<file path="config.mk">
export PLATFORM = sky130hd
export DESIGN_NAME = rt_mode_ctrl
export DESIGN_NICKNAME = d
export VERILOG_FILES = /design/src/hdl/rt_mode_pkg.sv /design/src/hdl/tx_watchdog.sv /design/src/hdl/busy_responder.sv /design/src/hdl/rt_mode_ctrl.sv
export SDC_FILE = /design/constraint.sdc
export NUM_CORES = 1
export LEC_CHECK = 0
export ABC_AREA = 1
export BUFFER_PORTS_ARGS = -buffer_cell sky130_fd_sc_hd__buf_2
export CAP_MARGIN = 40
export CORE_ASPECT_RATIO = 1.5
export CORE_UTILIZATION = 60
export DETAILED_ROUTE_END_ITERATION = 10
export PLACE_DENSITY_LB_ADDON = 0.1
export SLEW_MARGIN = 30
export SYNTH_ARGS = -nofsm -noshare
export SYNTH_HDL_FRONTEND = slang
export SYNTH_SLANG_ARGS = --single-unit
</file>
<file path="constraint.sdc">
create_clock -name clk -period 3.9 [get_ports clk]
set_clock_uncertainty 0.05 [all_clocks]
set_input_delay 1.17 -clock clk [delete_from_list [all_inputs] [get_ports clk]]
set_output_delay 1.17 -clock clk [all_outputs]
set_load 0.02 [all_outputs]
</file>
<file path="src/hdl/rt_mode_pkg.sv">
package rt_mode_pkg;
  // ----------------------------------------
  // Register map
  // ----------------------------------------
  localparam logic [15:0] master_config_one_addr = 16'h0000;
  localparam logic [15:0] terminal_config_addr   = 16'h0017;
  localparam logic [15:0] status_bits_addr       = 16'h001a;
  localparam logic [15:0] master_config_two_addr = 16'h004e;

  // ----------------------------------------
  // Field positions
  // ----------------------------------------
  localparam int start_execution_bit  = 4;
  localparam int busy_mode_bit        = 7;
  localparam int flag_test_bit        = 4;
  localparam int timeout_flag_bit     = 3;
  localparam int timeout_inhibit_bit  = 2;
  localparam int inhibit_a_bit        = 13;
  localparam int inhibit_b_bit        = 12;
  localparam int terminal_flag_bit    = 0;

  // ----------------------------------------
  // Reset values
  // ----------------------------------------
  localparam logic [15:0] master_config_two_reset = 16'h0000;
  localparam logic [15:0] terminal_config_reset   = 16'h0000;
  localparam logic [15:0] status_bits_reset       = 16'h0000;

  // ----------------------------------------
  // Timing
  // ----------------------------------------
  localparam int clk_mhz             = 25;
  localparam int tx_limit_us         = 663;
  localparam int tx_limit_cycles     = tx_limit_us * clk_mhz;
  localparam int watchdog_width      = 15;
endpackage : rt_mode_pkg

</file>
<file path="src/hdl/tx_watchdog.sv">
`timescale 1ns/10ps
`default_nettype none
module tx_watchdog #(
  parameter int limit_cycles = rt_mode_pkg::tx_limit_cycles
) (
  input  wire logic clk,      // Device clock
  input  wire logic rst,      // Synchronous reset
  input  wire logic tx_busy,  // Transmitter active
  output var  logic tx_cut,   // Force transmitter off
  output var  logic timeout   // One-cycle timeout pulse
);
  logic [rt_mode_pkg::watchdog_width-1:0] count;
  logic [rt_mode_pkg::watchdog_width-1:0] last;
  logic                                   hit;

  // Limit reached while still sending
  assign last = limit_cycles[rt_mode_pkg::watchdog_width-1:0] - 1'b1;
  assign hit  = tx_busy && !tx_cut && (count == last);

  // Counts each transmission; cut holds until the transmitter lets go
  always_ff @(posedge clk) begin
    if (rst) begin
      count   <= '0;
      tx_cut  <= 1'b0;
      timeout <= 1'b0;
    end else begin
      timeout <= hit;
      if (!tx_busy) begin
        count  <= '0;
        tx_cut <= 1'b0;
      end else if (hit) begin
        tx_cut <= 1'b1;
      end else if (!tx_cut) begin
        count <= count + 1'b1;
      end
    end
  end

  // Cut only after a full limit of one transmission
  property p_cut_len;
    @(posedge clk) disable iff (rst) $rose(tx_cut) |-> ($past(tx_busy) && $past(count) == last);
  endproperty
  a_cut_len: assert property (p_cut_len) else $error("cut without full limit");
endmodule : tx_watchdog
`default_nettype wire

</file>
<file path="src/hdl/busy_responder.sv">
`timescale 1ns/10ps
`default_nettype none
module busy_responder (
  input  wire logic clk,            // Device clock
  input  wire logic rst,            // Synchronous reset
  input  wire logic busy_mode,      // Busy-response mode active
  input  wire logic cmd_valid,      // Valid command pulse
  input  wire logic cmd_own,        // Command carries own address
  input  wire logic cmd_broadcast,  // Command is broadcast
  input  wire logic flag_in,        // Combined terminal flag
  input  wire logic busy_in,        // Normal busy bit
  output var  logic resp_start,     // Start status response pulse
  output var  logic resp_busy,      // Busy bit in status word
  output var  logic resp_flag,      // Terminal flag in status word
  output var  logic data_enable,    // Data words may follow
  output var  logic log_enable      // Interrupts and logging allowed
);
  logic answer;

  // Respond to own-address, non-broadcast commands
  assign answer = cmd_valid && cmd_own && !cmd_broadcast;

  // Status word fields latched at command time
  always_ff @(posedge clk) begin
    if (rst) begin
      resp_start  <= 1'b0;
      resp_busy   <= 1'b0;
      resp_flag   <= 1'b0;
      data_enable <= 1'b0;
      log_enable  <= 1'b0;
    end else begin
      resp_start <= answer;
      if (answer) begin
        resp_busy   <= busy_mode || busy_in;
        resp_flag   <= flag_in;
        data_enable <= !busy_mode;
        log_enable  <= !busy_mode;
      end
    end
  end
endmodule : busy_responder
`default_nettype wire

</file>
<file path="src/hdl/rt_mode_ctrl.sv">
`timescale 1ns/10ps
`default_nettype none
// Behaviour
// - Busy mode and status bit set when mode pin high at reset release
// - In busy mode answer own-address valid commands at once, busy bit set
// - In busy mode send status word only, no data words
// - In busy mode no interrupts and no message logging
// - Busy answers given even during self-test or initialization
// - Host writing one to status bit leaves busy mode
// - Host writing start-execution bit leaves busy mode too
// - Mode pin low leaves busy mode
// - Bits 6 and 5 read zero
// - Bits 1 and 0 read zero
// - Flag test bit forces terminal flag in non-broadcast status words
// - Timeout with flag enable sets terminal flag status bit
// - Timeout with inhibit enable blocks that bus afterwards
// - Bus A timeout sets bus A transmit inhibit bit 13
// - Bus B timeout sets bus B transmit inhibit bit 12
// - Without inhibit enable timeout only cuts current transmission
// - Each bus watchdog limits one transmission to 663 us
module rt_mode_ctrl (
  input  wire logic        clk,             // Device clock, 25 MHz
  input  wire logic        rst,             // Synchronous reset
  input  wire logic        master_reset_n,  // Master reset pin
  input  wire logic        mode_pin,        // Busy-response mode pin
  input  wire logic        wr_en,           // Host write strobe
  input  wire logic        rd_en,           // Host read strobe
  input  wire logic [15:0] addr,            // Host register address
  input  wire logic [15:0] wdata,           // Host write data
  output var  logic [15:0] rdata,           // Host read data
  input  wire logic        cmd_valid,       // Valid command pulse
  input  wire logic        cmd_own,         // Own address matched
  input  wire logic        cmd_broadcast,   // Broadcast command
  input  wire logic        busy_in,         // Normal busy bit
  input  wire logic        tx_busy_a,       // Bus A transmitting
  input  wire logic        tx_busy_b,       // Bus B transmitting
  output logic             tx_cut_a,        // Bus A transmission cut
  output logic             tx_cut_b,        // Bus B transmission cut
  output var  logic        tx_allow_a,      // Bus A may transmit
  output var  logic        tx_allow_b,      // Bus B may transmit
  output logic             resp_start,      // Start status response
  output logic             resp_busy,       // Busy bit in status
  output logic             resp_flag,       // Terminal flag in status
  output logic             data_enable,     // Data words allowed
  output logic             log_enable       // Logging allowed
);
  // ----------------------------------------
  // Pin synchronisers
  // ----------------------------------------
  logic [1:0] mr_sync;
  logic [1:0] pin_sync;
  logic       mr_prev;
  logic       mr_rise;

  // Two flops each; only the second stage is read
  // Master reset stages start at its idle high level, so no false edge follows rst
  always_ff @(posedge clk) begin
    if (rst) begin
      mr_sync  <= 2'h3;
      pin_sync <= 2'h0;
      mr_prev  <= 1'b1;
    end else begin
      mr_sync  <= {mr_sync[0], master_reset_n};
      pin_sync <= {pin_sync[0], mode_pin};
      mr_prev  <= mr_sync[1];
    end
  end

  assign mr_rise = mr_sync[1] && !mr_prev;

  // ----------------------------------------
  // Register decode
  // ----------------------------------------
  logic sel_two;
  logic sel_one;
  logic sel_cfg;
  logic sel_sw;
  logic wr_two;
  logic wr_start;
  logic wr_exit;

  assign sel_two  = (addr == rt_mode_pkg::master_config_two_addr);
  assign sel_one  = (addr == rt_mode_pkg::master_config_one_addr);
  assign sel_cfg  = (addr == rt_mode_pkg::terminal_config_addr);
  assign sel_sw   = (addr == rt_mode_pkg::status_bits_addr);
  assign wr_two   = wr_en && sel_two;
  assign wr_start = wr_en && sel_one && wdata[rt_mode_pkg::start_execution_bit];
  assign wr_exit  = wr_two && wdata[rt_mode_pkg::busy_mode_bit];

  // ----------------------------------------
  // Control bits
  // ----------------------------------------
  logic        busy_mode;
  logic        flag_test;
  logic        timeout_flag_en;
  logic        timeout_inh_en;
  logic [15:0] term_cfg;
  logic [15:0] status_bits;
  logic        timeout_a;
  logic        timeout_b;
  logic        any_timeout;
  logic        set_inh_a;
  logic        set_inh_b;
  logic        set_flag;
  logic        flag_comb;

  assign any_timeout = timeout_a || timeout_b;
  assign set_inh_a   = timeout_a && timeout_inh_en;
  assign set_inh_b   = timeout_b && timeout_inh_en;
  assign set_flag    = any_timeout && timeout_flag_en;

  // Busy mode: entry at reset release, three exits, reset entry wins
  always_ff @(posedge clk) begin
    if (rst) begin
      busy_mode <= 1'b0;
    end else if (mr_rise) begin
      busy_mode <= pin_sync[1];
    end else if (wr_exit || wr_start || !pin_sync[1]) begin
      busy_mode <= 1'b0;
    end
  end

  // Mode control bits of the low byte
  always_ff @(posedge clk) begin
    if (rst || !mr_sync[1]) begin
      flag_test       <= rt_mode_pkg::master_config_two_reset[rt_mode_pkg::flag_test_bit];
      timeout_flag_en <= rt_mode_pkg::master_config_two_reset[rt_mode_pkg::timeout_flag_bit];
      timeout_inh_en  <= rt_mode_pkg::master_config_two_reset[rt_mode_pkg::timeout_inhibit_bit];
    end else if (wr_two) begin
      flag_test       <= wdata[rt_mode_pkg::flag_test_bit];
      timeout_flag_en <= wdata[rt_mode_pkg::timeout_flag_bit];
      timeout_inh_en  <= wdata[rt_mode_pkg::timeout_inhibit_bit];
    end
  end

  // Terminal config: hardware set wins over a host write in the same cycle
  always_ff @(posedge clk) begin
    if (rst) begin
      term_cfg <= rt_mode_pkg::terminal_config_reset;
    end else begin
      if (wr_en && sel_cfg) begin
        term_cfg <= wdata;
      end
      if (set_inh_a) begin
        term_cfg[rt_mode_pkg::inhibit_a_bit] <= 1'b1;
      end
      if (set_inh_b) begin
        term_cfg[rt_mode_pkg::inhibit_b_bit] <= 1'b1;
      end
    end
  end

  // Status word bits: timeout flag set wins over host clear
  always_ff @(posedge clk) begin
    if (rst) begin
      status_bits <= rt_mode_pkg::status_bits_reset;
    end else begin
      if (wr_en && sel_sw) begin
        status_bits <= wdata;
      end
      if (set_flag) begin
        status_bits[rt_mode_pkg::terminal_flag_bit] <= 1'b1;
      end
    end
  end

  // Permission to transmit; cut alone never blocks later frames
  always_ff @(posedge clk) begin
    if (rst) begin
      tx_allow_a <= 1'b1;
      tx_allow_b <= 1'b1;
    end else begin
      tx_allow_a <= !term_cfg[rt_mode_pkg::inhibit_a_bit];
      tx_allow_b <= !term_cfg[rt_mode_pkg::inhibit_b_bit];
    end
  end

  // Flag sources merged
  assign flag_comb = status_bits[rt_mode_pkg::terminal_flag_bit] || flag_test;

  // ----------------------------------------
  // Read path
  // ----------------------------------------
  logic [15:0] two_view;
  logic [15:0] read_mux;

  // Unused bits 6-5 and 1-0 tie to zero
  assign two_view = {8'h00, busy_mode, 2'h0, flag_test,
                     timeout_flag_en, timeout_inh_en, 2'h0};
  assign read_mux = sel_two ? two_view :
                    sel_cfg ? term_cfg :
                    sel_sw  ? status_bits : 16'h0000;

  // Registered read data
  always_ff @(posedge clk) begin
    if (rst) begin
      rdata <= 16'h0000;
    end else if (rd_en) begin
      rdata <= read_mux;
    end
  end

  // ----------------------------------------
  // Submodules
  // ----------------------------------------
  tx_watchdog u_wd_a (
    .clk     (clk),
    .rst     (rst),
    .tx_busy (tx_busy_a),
    .tx_cut  (tx_cut_a),
    .timeout (timeout_a)
  );

  tx_watchdog u_wd_b (
    .clk     (clk),
    .rst     (rst),
    .tx_busy (tx_busy_b),
    .tx_cut  (tx_cut_b),
    .timeout (timeout_b)
  );

  busy_responder u_resp (
    .clk           (clk),
    .rst           (rst),
    .busy_mode     (busy_mode),
    .cmd_valid     (cmd_valid),
    .cmd_own       (cmd_own),
    .cmd_broadcast (cmd_broadcast),
    .flag_in       (flag_comb),
    .busy_in       (busy_in),
    .resp_start    (resp_start),
    .resp_busy     (resp_busy),
    .resp_flag     (resp_flag),
    .data_enable   (data_enable),
    .log_enable    (log_enable)
  );

  // ----------------------------------------
  // Assertions
  // ----------------------------------------
  property p_entry;
    @(posedge clk) disable iff (rst) mr_rise |=> (busy_mode == $past(pin_sync[1]));
  endproperty
  a_entry: assert property (p_entry) else $error("entry wrong");

  property p_exit_write;
    @(posedge clk) disable iff (rst) (wr_exit && !mr_rise) |=> !busy_mode;
  endproperty
  a_exit_write: assert property (p_exit_write) else $error("write exit failed");

  property p_exit_start;
    @(posedge clk) disable iff (rst) (wr_start && !mr_rise) |=> !busy_mode;
  endproperty
  a_exit_start: assert property (p_exit_start) else $error("start exit failed");

  property p_exit_pin;
    @(posedge clk) disable iff (rst) (!pin_sync[1] && !mr_rise) |=> !busy_mode;
  endproperty
  a_exit_pin: assert property (p_exit_pin) else $error("pin exit failed");

  property p_busy_resp;
    @(posedge clk) disable iff (rst)
      (cmd_valid && cmd_own && !cmd_broadcast && busy_mode) |=> resp_start && resp_busy && !data_enable;
  endproperty
  a_busy_resp: assert property (p_busy_resp) else $error("busy answer wrong");

  property p_no_log;
    @(posedge clk) disable iff (rst) (resp_start && $past(busy_mode)) |-> !log_enable;
  endproperty
  a_no_log: assert property (p_no_log) else $error("logging in busy mode");

  property p_reserved;
    @(posedge clk) disable iff (rst) $past(rd_en && sel_two) |-> (rdata[6:5] == 2'h0 && rdata[1:0] == 2'h0);
  endproperty
  a_reserved: assert property (p_reserved) else $error("reserved bits set");

  property p_flag_test;
    @(posedge clk) disable iff (rst) (cmd_valid && cmd_own && !cmd_broadcast && flag_test) |=> resp_flag;
  endproperty
  a_flag_test: assert property (p_flag_test) else $error("flag test ignored");

  property p_inhibit_a;
    @(posedge clk) disable iff (rst) set_inh_a |=> ##1 !tx_allow_a;
  endproperty
  a_inhibit_a: assert property (p_inhibit_a) else $error("bus A not inhibited");

  property p_inhibit_b;
    @(posedge clk) disable iff (rst) set_inh_b |=> ##1 !tx_allow_b;
  endproperty
  a_inhibit_b: assert property (p_inhibit_b) else $error("bus B not inhibited");

  property p_flag_set;
    @(posedge clk) disable iff (rst) set_flag |=> flag_comb;
  endproperty
  a_flag_set: assert property (p_flag_set) else $error("timeout flag missing");

  // Busy answers carry the status word alone
  property p_no_data;
    @(posedge clk) disable iff (rst) (resp_start && $past(busy_mode)) |-> !data_enable;
  endproperty
  a_no_data: assert property (p_no_data) else $error("data words in busy mode");

  // Refused commands never start a response
  property p_no_answer;
    @(posedge clk) disable iff (rst) (cmd_valid && !(cmd_own && !cmd_broadcast)) |=> !resp_start;
  endproperty
  a_no_answer: assert property (p_no_answer) else $error("answer to foreign command");

  // Host flag reaches the status word on its own
  property p_flag_merge;
    @(posedge clk) disable iff (rst)
      (cmd_valid && cmd_own && !cmd_broadcast && status_bits[rt_mode_pkg::terminal_flag_bit]) |=> resp_flag;
  endproperty
  a_flag_merge: assert property (p_flag_merge) else $error("host flag lost");

  // Status bit read back follows the mode itself
  property p_busy_read;
    @(posedge clk) disable iff (rst)
      $past(rd_en && sel_two) |-> (rdata[rt_mode_pkg::busy_mode_bit] == $past(busy_mode));
  endproperty
  a_busy_read: assert property (p_busy_read) else $error("mode status bit wrong");

  // Without inhibit enable a timeout must not block later frames
  property p_allow_kept_a;
    @(posedge clk) disable iff (rst)
      (timeout_a && !timeout_inh_en && !term_cfg[rt_mode_pkg::inhibit_a_bit] && !(wr_en && sel_cfg))
      |=> ##1 tx_allow_a;
  endproperty
  a_allow_kept_a: assert property (p_allow_kept_a) else $error("bus A blocked without inhibit");

  property p_allow_kept_b;
    @(posedge clk) disable iff (rst)
      (timeout_b && !timeout_inh_en && !term_cfg[rt_mode_pkg::inhibit_b_bit] && !(wr_en && sel_cfg))
      |=> ##1 tx_allow_b;
  endproperty
  a_allow_kept_b: assert property (p_allow_kept_b) else $error("bus B blocked without inhibit");

  // ----------------------------------------
  // Scenario coverage
  // ----------------------------------------
  c_busy_answer: cover property (@(posedge clk) disable iff (rst) resp_start && resp_busy);
  c_timeout_a:   cover property (@(posedge clk) disable iff (rst) set_inh_a);
  c_exit_write:  cover property (@(posedge clk) disable iff (rst) busy_mode ##1 wr_exit ##1 !busy_mode);
  c_flag_answer: cover property (@(posedge clk) disable iff (rst) resp_start && resp_flag && flag_test);
  c_pin_exit:    cover property (@(posedge clk) disable iff (rst) busy_mode ##1 !pin_sync[1] ##1 !busy_mode);
endmodule : rt_mode_ctrl
`default_nettype wire

</file>
---- Yosys cells after proc, flatten, opt, wreduce, memory -nomap -nowiden ----
Index checks and enable logic that the tools add are counted.
cells by class
  add/subtract/negate cells ............... 2
  $mul .................................... 0
  divide/modulo/power cells ............... 0
  order comparisons ....................... 0
  equality and inequality tests ........... 5
  shift-type cells ........................ 0
  multiplexer cells ....................... 10
  bitwise operators ....................... 6
  reduce and logical (&&, ||, !) cells .... 40
operator list
  cell                                                  count
  two-way mux 16 bit                                    3
  equality test 16 x 5 -> 1 bit, second input constant  2
  adder 15 x 1 -> 15 bit, second input constant         2
  equality test 15 bit, second input constant           2
  equality test 16 x 7 -> 1 bit, second input constant  1
  logical AND 1 bit                                     16
  logical NOT 16 bit                                    1
  two-way mux 14 bit                                    1
  logical NOT 1 bit                                     9
  nonzero test 2 bit                                    4
  logical OR 1 bit                                      6
  two-way mux 1 bit                                     6
  NOT 1 bit                                             6
  AND reduction 2 bit                                   2
  OR reduction 2 bit                                    2
word-level totals
  register bits ........................... 97
  bits in latches ......................... 0
  memory bits (writable) .................. 0
  ROM bits ................................ 0
  bits of input ports ..................... 44
  output and inout port bits .............. 25
  word-level logic and storage cells ...... 88
  memories kept ........................... 0

---- Logic depth before layout (Yosys ltp) ----
Gate-level depths: netlist of the first run.
  depth after elaboration ................. 7
  gate-level depth with buffers ........... 11
  depth with buffers taken out ............ 11

---- Hierarchy ----
A second synthesis of the first run with hierarchy kept.
unflattened totals
  cells, all modules ...................... 667
  area, all modules ....................... 4640.7 µm²
by module, submodules not included
  module          times used  cells an instance  area an instance (µm²)  seq. area each (µm²)
  rt_mode_ctrl    1           359                2601.2                  1181.1
  tx_watchdog     2           141                930.9                   340.3
  busy_responder  1           26                 177.7                   80.1

---- Worst setup path after synthesis of the first run ----
No wires, ideal clock.
  path type ............................... in2reg
  from .................................... input addr[7]
  to ...................................... register term_cfg[4]
  data arrival time ....................... 2.085 ns
  path slack .............................. 1.634 ns
  cell stages on the path ................. 7
  buffers on the path ..................... 1
  cell sequence ........................... nor2_2 nand2_2 nor2_4 nand3_4 clkbuf_1 nand2_1 a21oi_2
on the way
  longest elaborated chain between the ends .. 2
ends and longest elaborated chain
  item                           RTL line             RTL
  start, declared                rt_mode_ctrl.sv:28   input wire logic [15:0] addr,
  equality test 16 x 5 -> 1 bit  rt_mode_ctrl.sv:84   assign sel_cfg = (addr == rt_mode_pkg::terminal_config_addr);
  logical AND 1 bit              rt_mode_ctrl.sv:141  if (wr_en && sel_cfg) begin
  end signal, assigned           rt_mode_ctrl.sv:139  term_cfg <= rt_mode_pkg::terminal_config_reset;
  end signal, assigned           rt_mode_ctrl.sv:142  term_cfg <= wdata;
  end, declared                  rt_mode_ctrl.sv:97   logic [15:0] term_cfg;
No other way between the ends.
A chain may end at the register's enable or synchronous reset.

---- Worst setup path in the final report of the first run ----
  from .................................... input addr[15]
  to ...................................... register rdata[6]
on the way
  longest elaborated chain between the ends .. 4
  elaborated cells on any way between the ends .. 6
  those cells by class .................... 3 x eq/ne; 3 x mux
ends and longest elaborated chain
  item                           RTL line             RTL
  equality test 16 x 5 -> 1 bit  rt_mode_ctrl.sv:85   assign sel_sw = (addr == rt_mode_pkg::status_bits_addr);
  two-way mux 16 bit             rt_mode_ctrl.sv:192  sel_sw ? status_bits : 16'h0000;
  two-way mux 16 bit             rt_mode_ctrl.sv:191  sel_cfg ? term_cfg :
  two-way mux 16 bit (*)         rt_mode_ctrl.sv:190  assign read_mux = sel_two ? two_view :
  end signal, assigned           rt_mode_ctrl.sv:199  rdata <= read_mux;
  end, declared                  rt_mode_ctrl.sv:30   output var logic [15:0] rdata,
Mark *: on every way between the ends. The rest lies on a longest branch, timed or not.

==> impl_metrics.toml, run 1 <==
[outcome]
outcome = "finished, final reports clean"

[setup_path]
crit_chain = "buf_2, nor2_1, nand2_1, nor2_4, buf_4, nand2_2, o21ai_0, nand2_1, a21oi_1"
critical_path.most_common_cell = "nand2_1"
cp_data_arrival_time_ps = 2670
slowest_delay_ps = 380
critical_path_class = "input pin to flip-flop"
required_ps = 4140
critPathSlowestCell = "nor2_4"
end_kind = "flip-flop"
crit_path_start_kind = "input pin"
path_max_fanout = 21

[clock_tree]
postCtsHoldBufs = 0
insertion_delay_ps = 370
cts_root_buf = "clkbuf_8"
cts_tree = "yes"
cts_buffers = 9
cts_resized = 0
cts_buffer_depth = 2
cts_sinks = 97
htree_levels = 3
cts_setup_buffers = 0
clk_pin_slew_ps = 80

[detailed_routing]
post_drt_wl_per_cell_microns = 11.88
dr_total_vias = 4231
drt-initial-drc-count = 257
wirelength_microns = 9756
drtPass1Iterations = 4
vias_per_cell = 5.153
final_antenna_net_count = 0
drcViolationCount = 0

[timing]
setup_viol = 0
finalHoldViolations = 0
rsz0062_at_grt = "no"
period_share_pct = 62.14
setup_tns_ps = 0
relSlewSlack_pct = 57.76
slew_violations = 0
tightest_slew_ps = 632.1
period_minus_slack_ps = 2424
worst_slack_ps = 1476
max_freq_mhz = 412.6

[logic_synthesis]
synth_area_sq_um = 4622
synth_warnings = 0
synth_cells = 658
synth.distinct_cells = 34
postSynthNetCount = 706
syn_area_per_cell_sq_um = 7.024
yosys_register_bits = 97
seq_area_frac_synth_pct = 42.01

[placed_design]
post-place-ws_ps = 1112
port-buffer-count = 68
gp_congestion = 0.9350
hpwl_microns = 7316
place_area_sq_um = 4977

[finish]
design_area_sq_um = 5159
nets = 764
diodes = 0
area_growth_pct = 11.61
drive_gt1_share_pct = 15.95
utilization_pct = 70.45

[grt]
grt_pass1_vias = 4027
grt_max_degree = 45
grt_usage_pct = 26.29
grt_pass1_wl_microns = 16700
antenna_found_initial = 0
overflow = 0

[pwr]
leakagePower_nw = 1.994
p_per_area_nw_per_um2 = 329.4
vdd_drop_max_uv = 326.7

[floorplan]
die_h_microns = 109.5
io-pin-count = 69
core_area_sq_um = 7322
die_w_microns = 73.66
initial_utilization_pct = 63.12
dieArea_sq_um = 8065
rows = 38

[run]
maxCapViolCount = 0

[worst_hold_path]
min_path_type = "flip-flop to flip-flop"
per-layer routing:
metal	share of wire [%]	wire [microns]	up-vias	track usage [%]
li1	-	-	2227	-
met2	53	5155	91	48.62
met1	41	4043	1894	28.27
met4	2.2	218	0	12.23
met5	0	0	-	0
met3	3.5	339	19	4.766
cell usage in the layout (no fill, tap or decap), types with 2 or more instances in the layout:
cell type and count:
buf_2 68, xor2_1 11, nand2_2 5, nor2_1 63
dfxtp_1 97, clkbuf_1 5, nand2_1 176, inv_2 2
nand3_1 51, ha_1 4, nand4_1 12, nor2_4 4
clkbuf_8 9, nand2_4 2, o21ai_1 3, nand3b_1 4
nor3_1 9, or2_2 2, buf_4 5, a21oi_2 8
xnor2_1 8, o21ai_0 29, a21oi_1 69, nor2_2 4
inv_1 62
kinds of logic after synthesis:
logic type               Yosys count  share of synthesized area, %
AND/OR/NAND/NOR                  336                         32.05
buffers and inverters             91                         8.500
AO/OA/AOI/OAI                    111                         12.75
adder cells (fa/ha/maj)            4                         1.083
XOR/XNOR                          19                         3.600
flip-flops                        97                         42.01
metrics by stage:
stage               std cells  hold slack, ps  total power [mW]
floorplan                 658           324.2             1.067
global placement          804           340.8             1.103
detailed placement        805           347.7             1.106
CTS                       821           368.4             1.720
global route              821           389.5             1.767
finish                    821           364.1             1.699
worst paths after layout:
path | slack, ps | depth (start not counted) | endpoint | start
worst max-delay path | 1480 | 9 | rdata[6] | addr[15]
worst min-delay path | 360 | 1 | mr_sync[1] | mr_sync[0]
worst max register to register | 2130 | 10 | u_wd_a.count[11] | u_wd_a.count[0]
worst min register to register | 360 | 1 | mr_sync[1] | mr_sync[0]
worst max-delay path, delay by kind of cell:
family	cells	cell delay, ps
buf+inv	2	380
compound gates	2	340
simple gates	5	780
area by class of cell:
type                    instances  area [sq um]
inverters                      65         245.2
clock buffers                  14         142.6
flip-flops and latches         97          1942
repair buffers                 73         377.9
clock inverters                 2         38.79
fillers                       670          2163
multi-input cells             470          2287
well taps                     100         125.1
cells in the mapped netlist:
| cell type | number | area [sq um] |
|---|---|---|
| nor2_1 | 63 | 236.5 |
| o21ai_1 | 3 | 15.01 |
| nand2_4 | 2 | 22.52 |
| nand2_1 | 176 | 660.6 |
| nand3b_1 | 4 | 30.03 |
| buf_6 | 3 | 33.78 |
| buf_4 | 2 | 15.01 |
| clkbuf_1 | 10 | 37.54 |
| clkinv_2 | 1 | 5.000 |
| xor2_1 | 11 | 96.34 |
| or2_2 | 2 | 12.51 |
| inv_1 | 62 | 232.7 |
| a21oi_1 | 69 | 345.3 |
| buf_8 | 1 | 15.01 |
| inv_2 | 2 | 7.510 |
| nand3_4 | 1 | 17.52 |
| xnor2_1 | 8 | 70.07 |
| o21ai_0 | 29 | 145.1 |
| a21oi_2 | 8 | 70.07 |
| nor3_1 | 9 | 45.04 |
| nand3_1 | 51 | 255.2 |
| nor2_2 | 4 | 25.02 |
| buf_1 | 3 | 11.26 |
| nor2_4 | 4 | 45.04 |
| nand2b_2 | 1 | 8.760 |
| nand4_1 | 12 | 75.07 |
| ha_1 | 4 | 50.05 |
| dfxtp_1 | 97 | 1942 |
| buf_2 | 7 | 35.03 |
| and2_1 | 1 | 6.260 |
| nand3_2 | 1 | 10.01 |
| nand2_2 | 5 | 31.28 |
| a21boi_0 | 1 | 7.510 |
| a31oi_1 | 1 | 6.260 |
state kept, by name, summed over array words and instances (netlist names), 2 cells and up:
name	flops
rdata	16
status_bits	16
term_cfg	16
u_wd_a.count	15
u_wd_b.count	15
mr_sync	2
pin_sync	2
where the power goes:
part           leakage [nW]  switching (mW)  internal, mW  total, mW
registers             0.783         0.00363         0.995      0.999
logic                  1.12          0.0530        0.0299     0.0828
clock network        0.0889           0.318         0.299      0.618
No activity file was read; power rests on OpenSTA's default activity.
==> run 2, diff against run 1 <==
--- a/config.mk
+++ b/config.mk
@@ -9,7 +9,7 @@
 export BUFFER_PORTS_ARGS = -buffer_cell sky130_fd_sc_hd__buf_2
 export CAP_MARGIN = 40
 export CORE_ASPECT_RATIO = 1.5
-export CORE_UTILIZATION = 60
+export CORE_UTILIZATION = 57
 export DETAILED_ROUTE_END_ITERATION = 10
 export PLACE_DENSITY_LB_ADDON = 0.1
 export SLEW_MARGIN = 30
==> constraint.sdc (replaced) <==
create_clock -name clk -period 2.3 [get_ports clk]
set_clock_uncertainty 0.05 [all_clocks]
set_input_delay 0.69 -clock clk [delete_from_list [all_inputs] [get_ports clk]]
set_output_delay 0.69 -clock clk [all_outputs]
set_load 0.02 [all_outputs]
==> run 2 against run 1 <==
Compared with the run above:
- design area grew 3.0%
- worst setup slack lost 930 ps
- clock-buffer cell count shrank 3
- critical endpoint is now rdata[1]
- largest cell class unchanged
==> impl_metrics.toml, run 2 (synthesis gave the netlist of run 1 again) <==
[timing]
relSlewSlack_pct = 68.80
tightest_slew_ps = 468.0
setup_viol = 0
rsz0062_at_grt = "no"
slew_violations = 0
max_freq_mhz = 571.7
finalHoldViolations = 0
period_minus_slack_ps = 1749
whs_ps = 356.8
setup_tns_ps = 0
period_share_pct = 76.05
worst_slack_ps = 550.9

[clock_tree]
insertion_delay_ps = 340
cts_setup_buffers = 0
htree_levels = 3
cts_tree = "yes"
postCtsHoldBufs = 0
cts_resized = 0
cts_root_buf = "clkbuf_16"
cts_buffers = 9
clk_pin_slew_ps = 70
cts_buffer_depth = 2
cts_sinks = 97

[setup_path]
path_max_fanout = 10
end_kind = "flip-flop"
critical_path_class = "input pin to flip-flop"
r2r_setup_slack_ps = 600
cp_data_arrival_time_ps = 1970
required_ps = 2520
crit_path_start_kind = "input pin"

[placed_design]
gp_congestion = 0.9222
dp_cells = 814
post-place-ws_ps = 232.5
port-buffer-count = 68
hpwl_microns = 7446

[floorplan]
die_w_microns = 75.53
core_area_sq_um = 7759
die_h_microns = 112.3
io-pin-count = 69
initial_utilization_pct = 59.57
rows = 39
dieArea_sq_um = 8480

[finish]
most-common-layout-cells = "nand2_1, dfxtp_1, a21oi_1, buf_2, nor2_1"
area_growth_pct = 14.97
diodes = 0
final_common_cell = "nand2_1"
regArea_sq_um = 1942
multi_input_area_sq_um = 2287
top_regs = "rdata: 16 flops, status_bits: 16 flops, term_cfg: 16 flops"
fillers = 696
nets = 771
drive_gt1_share_pct = 17.31
fin_cells = 830

[detailed_routing]
vias_per_cell = 5.183
wirelength_microns = 10240
drtPass1Iterations = 4
final_antenna_net_count = 0
drcViolationCount = 0
dr_total_vias = 4302
drt-initial-drc-count = 292
post_drt_wl_per_cell_microns = 12.33

[pwr]
vdd_drop_max_uv = 390.3
p_per_area_nw_per_um2 = 611.4
total_power_mw = 3.249
leakagePower_nw = 2.076

[grt]
antenna_found_initial = 0
overflow = 0
grt_pass1_wl_microns = 17280
grt_usage_pct = 26.30
grt_max_degree = 45
grt_pass1_vias = 4111

[outcome]
outcome = "finished, final reports clean"

[worst_hold_path]
min_path_type = "flip-flop to flip-flop"

[run]
maxCapViolCount = 0
==> run 2: changes by cell type in the layout (fill, tap and decap cells not counted) <==
cell / delta
clkbuf_16: +9
clkinvlp_4: +1
clkbuf_1: -4
clkinv_2: +1
buf_4: +7
bufinv_16: -1
clkbuf_8: -8
inv_6: +2
==> run 2: critical path: stages <==
cell and delay, ps:
buf_2 110, nor2_2 130, nand2_2 120, nor2_4 260
nand2_2 190, o21ai_0 260, nand2_1 80, a21oi_1 130
==> run 2: per-stage QoR <==
stage,util (%),cell area (sq um)
final,68.49,5314
after detailed placement,64.86,5032
after global routing,68.49,5314
after CTS,68.49,5314
after global placement,64.86,5032
after floorplan,-,4622
==> run 2: layout make-up <==
type	count	area share, %
sequential	97	36.54
multi-input combinational	470	43.04
inverter	65	4.615
clock buffer	11	4.568
clock inverter	5	0.7299
timing repair buffer	80	8.100
tap	102	2.402
==> run 2: power breakdown <==
group,internal (mW),switching [mW],leakage (nW)
Clock,0.771,0.636,0.137
Sequential,1.69,0.00643,0.783
Combinational,0.0543,0.0924,1.16
Total,2.51,0.735,2.08
==> run 2: layer usage <==
layer | vias to the layer above | track usage, % | wire, microns | share of wire (%)
met3 | 19 | 5.745 | 396 | 3.9
met1 | 1947 | 28.13 | 4094 | 40
met5 | - | 0 | 0 | 0
met2 | 99 | 48.04 | 5551 | 54
met4 | 0 | 10.49 | 195 | 1.9
li1 | 2237 | - | - | -
==> run 2: final timing paths <==
check	startpoint	to	cells past startpoint
max	addr[7]	rdata[1]	8
min	pin_sync[0]	pin_sync[1]	2
max reg2reg	u_wd_b.count[0]	u_wd_b.count[12]	9
min reg2reg	pin_sync[0]	pin_sync[1]	2
